$ cat src/rtl/pifp_consts.svh
// register offsets, bit positions and reset values of the irq flag pairs
// assumes nothing; definitions only
`ifndef PIFP_CONSTS_SVH
`define PIFP_CONSTS_SVH

// ****************************************************************
// register addresses in the cpu data space
// ****************************************************************
`define PIFP_ADDR_INTERVAL 12'hfb8
`define PIFP_ADDR_MATCH_B 12'hfbb
`define PIFP_ADDR_MATCH_A 12'hfbc
`define PIFP_ADDR_KEY_PORT 12'hfbd

// ****************************************************************
// field positions and reset values
// ****************************************************************
`define PIFP_EN_BIT 1
`define PIFP_REQ_BIT 0
`define PIFP_EN_RST 1'b0
`define PIFP_REQ_RST 1'b0
`define PIFP_SRC_COUNT 4

`endif

$ cat src/rtl/pifp_pkg.sv
// types shared by the irq flag pair modules
// assumes the constants header is compiled alongside
package pifp_pkg;

    // source index, ordered by register address
    typedef enum logic [1:0] {
        PIFP_SRC_INTERVAL = 2'h0,
        PIFP_SRC_MATCH_B = 2'h1,
        PIFP_SRC_MATCH_A = 2'h2,
        PIFP_SRC_KEY_PORT = 2'h3
    } pifp_src_e;

    typedef logic [3:0] pifp_nib_t;

endpackage

$ cat src/rtl/pifp_flag_if.sv
// carrier between the top and one enable/request flag pair
// assumes the top drives the strobes synchronous to the system clock
`timescale 1ns/1ps

interface pifp_flag_if;
    import pifp_pkg::*;
    logic event_p;
    logic ack_p;
    logic wr_p;
    logic bit_mode;
    logic [1:0] bit_sel;
    pifp_nib_t wdata;
    logic enable;
    logic request;

    modport flag (
        input event_p, ack_p, wr_p, bit_mode, bit_sel, wdata,
        output enable, request
    );
    modport ctrl (
        output event_p, ack_p, wr_p, bit_mode, bit_sel, wdata,
        input enable, request
    );
endinterface

$ cat src/rtl/pifp_flag_pair.sv
// one enable/request flag pair of a peripheral interrupt source
// assumes strobes are one-cycle pulses on sys_clk_i
`timescale 1ns/1ps
`include "pifp_consts.svh"

module pifp_flag_pair
    import pifp_pkg::*;
(
    input wire logic sys_clk_i,
    input wire logic nrst_i,
    pifp_flag_if.flag fl
);

    logic en_q, en_d;
    logic req_q, req_d;

    // ****************************************************************
    // next state: write, then service clear, then source event
    // ****************************************************************
    always_comb begin
        en_d = en_q;
        req_d = req_q;
        if (fl.wr_p) begin
            if (fl.bit_mode) begin
                // single-bit access; bits 3-2 are not stored
                if (fl.bit_sel == 2'(`PIFP_EN_BIT)) begin
                    en_d = fl.wdata[0];
                end
                if (fl.bit_sel == 2'(`PIFP_REQ_BIT)) begin
                    req_d = fl.wdata[0];
                end
            end else begin
                en_d = fl.wdata[`PIFP_EN_BIT];
                req_d = fl.wdata[`PIFP_REQ_BIT];
            end
        end
        if (fl.ack_p) begin
            req_d = 1'b0;
        end
        // last so a source event never gets lost to a clear
        if (fl.event_p) begin
            req_d = 1'b1;
        end
    end

    // flag registers; both clear at reset
    always_ff @(posedge sys_clk_i or negedge nrst_i) begin
        if (!nrst_i) begin
            en_q <= `PIFP_EN_RST;
            req_q <= `PIFP_REQ_RST;
        end else begin
            en_q <= en_d;
            req_q <= req_d;
        end
    end

    assign fl.enable = en_q;
    assign fl.request = req_q;

endmodule

$ cat src/rtl/pifp_top.sv
// four peripheral interrupt enable/request flag registers on the cpu data bus
// assumes cpu strobes and source pulses are synchronous one-cycle pulses
`timescale 1ns/1ps
`include "pifp_consts.svh"

module pifp_top
    import pifp_pkg::*;
(
    input wire logic sys_clk_i,
    input wire logic nrst_i,
    input wire logic [11:0] cpu_addr_i,
    input wire logic cpu_wr_i,
    input wire logic cpu_rd_i,
    input wire logic cpu_bit_mode_i,
    input wire logic [1:0] cpu_bit_sel_i,
    input wire logic [3:0] cpu_wdata_i,
    output logic [3:0] cpu_rdata_o,
    output logic cpu_rvalid_o,
    input wire logic interval_tick_i,
    input wire logic match_a_i,
    input wire logic match_b_i,
    input wire logic key_edge_i,
    input wire logic ack_i,
    input wire logic [1:0] ack_src_i,
    output logic [3:0] irq_pending_o
);

    // ****************************************************************
    // address decode
    // ****************************************************************
    // returns {hit, source index}; shared by write and read paths
    function automatic logic [2:0] decode_addr(input logic [11:0] addr);
        logic [2:0] r;
        r = 3'h0;
        case (addr)
            `PIFP_ADDR_INTERVAL: r = {1'b1, PIFP_SRC_INTERVAL};
            `PIFP_ADDR_MATCH_B: r = {1'b1, PIFP_SRC_MATCH_B};
            `PIFP_ADDR_MATCH_A: r = {1'b1, PIFP_SRC_MATCH_A};
            `PIFP_ADDR_KEY_PORT: r = {1'b1, PIFP_SRC_KEY_PORT};
            default: r = 3'h0;
        endcase
        return r;
    endfunction

    logic [2:0] dec;
    logic [3:0] ev;
    logic [3:0] req_w;
    logic [3:0] en_w;

    assign dec = decode_addr(cpu_addr_i);
    // source pulses in register order
    assign ev = {key_edge_i, match_a_i, match_b_i, interval_tick_i};

    // ****************************************************************
    // flag pairs
    // ****************************************************************
    pifp_flag_if fl[`PIFP_SRC_COUNT] ();

    for (genvar g = 0; g < `PIFP_SRC_COUNT; g++) begin : g_src
        // each source sees only its own write and acknowledge
        assign fl[g].event_p = ev[g];
        assign fl[g].ack_p = ack_i && (ack_src_i == 2'(g));
        assign fl[g].wr_p = cpu_wr_i && dec[2] && (dec[1:0] == 2'(g));
        assign fl[g].bit_mode = cpu_bit_mode_i;
        assign fl[g].bit_sel = cpu_bit_sel_i;
        assign fl[g].wdata = cpu_wdata_i;
        assign req_w[g] = fl[g].request;
        assign en_w[g] = fl[g].enable;

        pifp_flag_pair u_pair (
            .sys_clk_i(sys_clk_i),
            .nrst_i(nrst_i),
            .fl(fl[g])
        );
    end

    // ****************************************************************
    // read path
    // ****************************************************************
    logic [3:0] rdata_q, rdata_d;
    logic rvalid_q, rvalid_d;

    // unmapped addresses read zero; upper bits always zero
    always_comb begin
        logic [3:0] word;
        word = 4'h0;
        if (dec[2]) begin
            word = {2'b00, en_w[dec[1:0]], req_w[dec[1:0]]};
        end
        rdata_d = 4'h0;
        if (cpu_rd_i) begin
            if (cpu_bit_mode_i) begin
                rdata_d = {3'b000, word[cpu_bit_sel_i]};
            end else begin
                rdata_d = word;
            end
        end
        rvalid_d = cpu_rd_i;
    end

    always_ff @(posedge sys_clk_i or negedge nrst_i) begin
        if (!nrst_i) begin
            rdata_q <= 4'h0;
            rvalid_q <= 1'b0;
        end else begin
            rdata_q <= rdata_d;
            rvalid_q <= rvalid_d;
        end
    end

    assign cpu_rdata_o = rdata_q;
    assign cpu_rvalid_o = rvalid_q;

    // ****************************************************************
    // interrupt presentation
    // ****************************************************************
    logic [3:0] pend_q, pend_d;

    // registered one cycle behind the flags so the output is glitch free
    always_comb begin
        pend_d = req_w & en_w;
    end

    always_ff @(posedge sys_clk_i or negedge nrst_i) begin
        if (!nrst_i) begin
            pend_q <= 4'h0;
        end else begin
            pend_q <= pend_d;
        end
    end

    assign irq_pending_o = pend_q;
endmodule

$ cat config.mk
export PLATFORM = sky130hd
export DESIGN_NAME = pifp_top
export DESIGN_NICKNAME = d
export VERILOG_FILES = /design/src/rtl/pifp_pkg.sv /design/src/rtl/pifp_flag_if.sv /design/src/rtl/pifp_flag_pair.sv /design/src/rtl/pifp_top.sv
export VERILOG_INCLUDE_DIRS = /design/src /design/src/rtl
export SDC_FILE = /design/constraint.sdc
export NUM_CORES = 1
export LEC_CHECK = 0
export BUFFER_PORTS_ARGS = -buffer_cell sky130_fd_sc_hd__buf_4
export CORE_MARGIN = 2
export CORE_UTILIZATION = 46
export CTS_CLUSTER_DIAMETER = 30
export DETAILED_ROUTE_END_ITERATION = 8
export GPL_TIMING_DRIVEN = 0
export HOLD_SLACK_MARGIN = 0.08
export PLACE_DENSITY = 0.81
export SYNTH_ARGS = -nofsm -noshare
export SYNTH_HDL_FRONTEND = slang
export SYNTH_SLANG_ARGS = --single-unit
$ cat constraint.sdc
create_clock -name sys_clk_i -period 1.15 [get_ports sys_clk_i]
set_input_delay 0.23 -clock sys_clk_i [delete_from_list [all_inputs] [get_ports sys_clk_i]]
set_output_delay 0.23 -clock sys_clk_i [all_outputs]
set_load 0.01 [all_outputs]
# ---- After elaboration in Yosys (flattened, before gate mapping)
# Index checks and enable logic that the tools add are counted.
dict set report totals {
  register_bits 17
  in_bits 30
  word_cells 80
}
dict set report op_classes {
  n_lt_le_gt_ge 2
  eq_ne 16
  mux 26
  bitwise_logic 1
  reduce_logical 24
}
# cell count
set ops {}
lappend ops {{$eq 12x12->1 const B} 4}
lappend ops {{$mux 1} 19}
lappend ops {{$ne 4x1->1 const B} 4}
lappend ops {{$reduce_and 2->1} 8}
lappend ops {{$pmux 3 s4} 1}
lappend ops {{$reduce_bool 3->1} 4}
lappend ops {{$logic_and 1x1->1} 9}
lappend ops {{$eq 2x2->1 const B} 4}
lappend ops {{$mux 4} 2}
lappend ops {{$bmux 1 s2} 3}
lappend ops {{$eq 2x1->1 const B} 3}
lappend ops {{$logic_not 2->1} 3}
lappend ops {{$lt 2x3->1 const B} 2}
lappend ops {{$and 4x4->4} 1}
lappend ops {{$mux 2} 1}
lappend ops {{$ne 2x1->1 const B} 1}

# ---- Depth between registers and ports, before layout
dict set report depth {
  word_depth 9
  ltp_mapped 5
  ltp_nobuf 4
}

# ---- Hierarchy
# A second synthesis with hierarchy kept.
dict set report hier_totals {
  cells_unflattened 104
  area_unflattened_um2 957.2
}
# mod n_inst cells_per_inst area_each_um2
set by_module_without_submodules {}
lappend by_module_without_submodules {pifp_flag_pair 4 12 120.1}
lappend by_module_without_submodules {pifp_top 1 56 476.7}

# ---- Worst setup path after synthesis
# Ideal clock, no wire load.
dict set report synth_path {
  kind {input port to flip-flop}
  from {input cpu_addr_i[6]}
  to {register g_src[0].u_pair.req_q}
  setup_ps 126
  arrival_time_ps 1367
  required_time_ps 1024
  path_slack_ps -344
  path_stages 4
  path_buffers 0
  path_cell_list {nand4b_4 or4b_4 mux2i_1 a311o_1}
}
dict set report synth_between {
  elab_chain_len 6
  word_cells_on_any_way 10
  cone_classes {eq/ne: 4; mux: 1; reduce/logical: 5}
}
# item line
set synth_lines {}
lappend synth_lines {{start: declaration} pifp_top.sv:11} ;# input wire logic [11:0] cpu_addr_i,
lappend synth_lines {{$eq 12x12->1} pifp_top.sv:35} ;# case (addr)
lappend synth_lines {{$pmux 3 s4 *} pifp_top.sv:35}
lappend synth_lines {{$logic_not 2->1 / $logic_and 1x1->1 (equally long branches)} pifp_top.sv:63} ;# assign fl[g].wr_p = cpu_wr_i && dec[2] && (dec[1:0] == 2'(g));
lappend synth_lines {{$logic_and 1x1->1 *} pifp_top.sv:63}
lappend synth_lines {{$reduce_bool 3->1 (no source line) *} -}
lappend synth_lines {{$reduce_and 2->1 (no source line) *} -}
lappend synth_lines {{end signal: assignment} pifp_flag_pair.sv:50} ;# req_q <= `PIFP_REQ_RST;
lappend synth_lines {{end signal: assignment} pifp_flag_pair.sv:53} ;# req_q <= req_d;
lappend synth_lines {{end: declaration} pifp_flag_pair.sv:15} ;# logic req_q, req_d;
# Mark *: on every way between the ends. The rest lies on a longest branch, timed or not.
# A chain may end at the register's enable or synchronous reset.

# ---- Worst setup path after layout
dict set report layout_path {
  from {input cpu_addr_i[6]}
  to {register g_src[2].u_pair.en_q}
}
dict set report layout_between {
  elab_chain_len 5
  word_cells_on_any_way 9
  cone_classes {eq/ne: 5; mux: 1; reduce/logical: 3}
}
# item line
set layout_lines {}
lappend layout_lines {{$eq 12x12->1} pifp_top.sv:35}
lappend layout_lines {{$pmux 3 s4 *} pifp_top.sv:35}
lappend layout_lines {{$eq 2x2->1 / $logic_and 1x1->1 (equally long branches)} pifp_top.sv:63}
lappend layout_lines {{$logic_and 1x1->1 *} pifp_top.sv:63}
lappend layout_lines {{$reduce_and 2->1 (no source line) *} -}
lappend layout_lines {{end signal: assignment} pifp_flag_pair.sv:49} ;# en_q <= `PIFP_EN_RST;
lappend layout_lines {{end signal: assignment} pifp_flag_pair.sv:52} ;# en_q <= en_d;
lappend layout_lines {{end: declaration} pifp_flag_pair.sv:14} ;# logic en_q, en_d;
# Marked as above.

==> metrics.md <==
| Metric | Value |
|---|---|
| Netlist cell types | `37` |
| Crit-path slowest cell | `a2111oi_4` |
| Synth Area in Adders | `0%` |
| Period Utilization, post-route | `114.4%` |
| Crit path max-delay family | `compound AO/OA/AOI/OAI gates` |
| Area delta synth->final | `52.80%` |
| Post-Synthesis Cells | `between 80 and 90` |
| Layout Utilization | `72.92%` |
| Global-route wire length before repair | `4.029 mm` |
| Syn Area/Cell | `~11 sq um` |
| Reg2reg start | `g_src[2].u_pair.fl.enable` |
| Vias | `902` |
| Post-Place Setup Slack | `-508.3 ps` |
| R2r worst-path depth | `4` |
| Synth Area in Compound Gates | `about 15%` |
| Final Hold Vio Count | `0` |
| Share of cells above drive strength 1 | `46.67%` |
| # rows | `16` |
| Setup_tns | `-772.1 ps` |
| Via density per instance | `roughly 5.6` |
| Mapped Area | `roughly 920 sq um` |
| Final Instance Area | `approximately 1400 sq um` |
| R2R Path End | `cpu_rdata_o[0]` |
| GR Overflow Total | `0` |
| Clk buf depth | `2` |
| Ys Warns | `0` |
| Dpl cell area | `about 1200 sq um` |
| R2r setup slk | `0 ps` |
| Xor and xnor area share after synthesis | `0%` |
| Post-synthesis sequential area ratio | `between 40% and 50%` |
| Chip height | `48.65 um` |
| Yosys reg bits | `15` |
| Peak supply drop | `between 0.6 and 0.7 mV` |
| CP endpoint kind | `flop` |
| Routability cong. | `around 0.8` |
| Most common cell on crit path | `buf_6` |
| LEAKAGE | `0.6729 nW` |
| TritonCTS Buffers | `3` |
| Port bufs | `33` |
| Reg clk slew, reported paths | `~90 ps` |
| Switching pwr | `about 280 uW` |
| CP arrival | `around 1500 ps` |
| Largest family of logic cells by synthesized area | `simple AND/OR/NAND/NOR gates` |
| Root buffer cell | `clkbuf_4` |
| Worst hold-check path type | `in -> reg` |
| Internal | `around 800 uW` |
| DIE AREA | `2367 sq um` |
| Min-delay src | `interval_tick_i` |
| Vias in the first global route | `about 880` |
| Crit path depth | `6` |
| Skew-Pair Late Insertion Delay | `about 280 ps` |
| Final Setup Violations | `7` |
| End of the worst hold path | `g_src[0].u_pair.fl.request` |
| Required @ worst endpoint | `roughly 1300 ps` |
| Gate power share | `a little under a quarter` |
| CP cell instances | `buf_6 > nand4b_4 > buf_6 > a2111oi_4 > nand3_1 > mux2_4` |
| Antenna Violating Nets Remaining | `0` |
| Antenna fix cells | `0` |
| Power, Total | `about 1.1 mW` |
| Status | `finished with violations` |
| Sw Share | `25.80%` |
| Final worst setup slack | `-165.3 ps` |
| Hold Crit Depth | `2` |
| Synth Area in Simple Gates | `approximately 29%` |
| Pwr dens | `between 700 and 800 nW/um^2` |
| GRT Total Usage | `between 20 and 25%` |
| Core box area | `~1900 sq um` |
| Max-capacitance violation count | `0` |
| Fin nets | `between 150 and 200` |
| Top Ports | `39` |
| Crit Path Class | `in -> reg` |
| Fill cells | `around 150` |
| Initial Utilization | `47.72%` |
| Slowest stage delay, CP | `370 ps` |
| Clock share of power | `between 20% and 30%` |
| H-tree Lvls | `1` |
| Initial antenna violation count | `0` |
| TritonCTS clock tree | `built` |
| Clock skew | `4.139 ps` |
| Final wirelength | `2.506 mm` |
| DRT Pass-1 Iters | `4` |
| Die Wd | `roughly 49 um` |
| HPWL Detailed | `~1.7 mm` |
| Sequential share of power | `between 40% and 50%` |
| Routed len/inst | `15.47 um` |
| Largest net degree at the start of global routing | `16` |
| Failing checks | `negative setup slack` |
| Post-synthesis mux area share | `a little over a tenth` |
| RSZ-0062 raised after global routing | `yes` |
| Max Slew Vio Count | `0` |
| Final min period | `between 1000 and 1500 ps` |
| Count of buffer and inverter cells on the critical path | `2` |
| Fmax | `760.3 MHz` |
| 1st-iter DRT viols | `26` |
| Worst Setup Start Kind | `input port` |
| Crit-path max FO | `4` |
| Clock Sinks | `15` |
| Drt drc | `0` |
registers in the layout (all words and copies together), names as in the netlist:
name and flops:
g_src.u_pair.fl.enable 4, g_src.u_pair.fl.request 4, irq_pending_o 4, cpu_rdata_o 2, cpu_rvalid_o 1
worst max-delay path by stage:
| stage | startpoint | slack, ps | endpoint |
|---|---|---|---|
| floorplan | cpu_addr_i[6] | -320 | g_src[0].u_pair.fl.request |
| global placement | cpu_bit_sel_i[0] | -480 | g_src[1].u_pair.fl.request |
| detailed placement | cpu_bit_sel_i[0] | -510 | g_src[0].u_pair.fl.request |
| CTS | cpu_addr_i[6] | -130 | g_src[0].u_pair.fl.request |
| global route | cpu_addr_i[6] | -200 | g_src[3].u_pair.fl.enable |
| finish | cpu_addr_i[6] | -170 | g_src[2].u_pair.fl.enable |
metrics by stage:
| step | hold WS, ps | cells |
|---|---|---|
| final | 150.7 | 162 |
| after global routing | 150.9 | 162 |
| after CTS | 82.53 | 158 |
| after detailed placement | 90.27 | 147 |
| after global placement | 90.83 | 147 |
| after floorplan | -65.59 | 87 |
logic make-up after synthesis:
kind of cell | Yosys count
DFF | 15
muxes | 9
buffers and inverters | 7
AOI/OAI and AO/OA | 15
other | 1
and+or+nand+nor | 39
per-layer routing:
layer | routed length, um | track usage (%) | vias to the layer above
li1 | - | - | 427
met1 | 1028 | 26.60 | 435
met2 | 1313 | 37.90 | 36
met3 | 137 | 5.247 | 4
met4 | 27 | 10.48 | 0
met5 | 0 | 0 | -
synthesized netlist by cell type:
library cell  count  share of area, %
o21ai_1           1              0.55
nand4b_1          1              0.96
nand4b_4          1               2.6
mux2_1            4               4.9
nand2_1           6               2.5
nand4_2           1               1.4
a311o_1           2               2.2
dfrtp_1          15                41
and2_1            4               2.7
o211ai_1          2               1.6
a221oi_1          1              0.96
buf_2             1              0.55
a41o_1            2               2.2
nand3_1           8               4.4
o21ai_2           1              0.96
nand3b_1          4               3.3
mux2i_1           4               4.4
o32ai_1           1              0.96
nor4b_2           1               1.6
and3b_1           1              0.96
o2bb2ai_1         1              0.96
nor2b_1           1              0.68
clkbuf_1          1              0.41
nand4_1           2               1.4
nor2_1            3               1.2
a31oi_1           2               1.4
buf_4             2               1.6
or3b_1            1              0.96
a21oi_1           1              0.55
inv_1             3               1.2
a2111oi_4         1               3.0
and4b_1           1               1.1
mux2_2            1               1.2
nor3_1            1              0.55
or4b_4            1               1.5
nand2b_1          2               1.4
conb_1            1              0.41
power by group through the flow:
stage | Combinational [mW] | Sequential, mW | Clock (mW)
after CTS | 0.229 | 0.536 | 0.295
after floorplan | 0.0824 | 0.547 | 0
after global placement | 0.199 | 0.547 | 0
after global routing | 0.266 | 0.537 | 0.326
after detailed placement | 0.205 | 0.547 | 0
final | 0.245 | 0.536 | 0.299
cells in the final DEF, fill, tap and decap left out, drive strengths merged:
cell and instances:
and3b 1, a21oi 1, nand2 6, and2 4, nand3 8, nor2 3
nor3 1, or4b 1, nor4b 1, buf 45, dfrtp 15, o21ai 2
or3b 1, conb 2, a221oi 1, o211ai 2, nand3b 4, a311o 2
a31oi 2, o2bb2ai 1, dlygate4sd3 2, nor2b 1, inv 3, clkbuf 5
and4b 1, nand4b 2, nand4 3, mux2 5, nand2b 2, o32ai 1
mux2i 4, a2111oi 1, a41o 2
final cells by class:
| type | count | area [sq um] | share of cell area (%) |
|---|---|---|---|
| inverters | 3 | 11.26 | 0.8036 |
| clock buffers | 4 | 26.28 | 1.875 |
| multi-input cells | 65 | 561.8 | 40.09 |
| plain buffers | 4 | 35.03 | 2.500 |
| repair buffers | 44 | 357.8 | 25.54 |
| well taps | 27 | 33.78 | 2.411 |
| flip-flops and latches | 15 | 375.4 | 26.79 |
repair_timing:
action                     4_1_cts  5_1_grt
pin swaps                        5        3
setup endpoints to repair        7        7
gates resized for setup          7        8
setup buffers                    6        3
hold buffers                     1        1
cloned                           0        0
hold endpoints to repair        15        1
(Power assumes the default switching activity.)
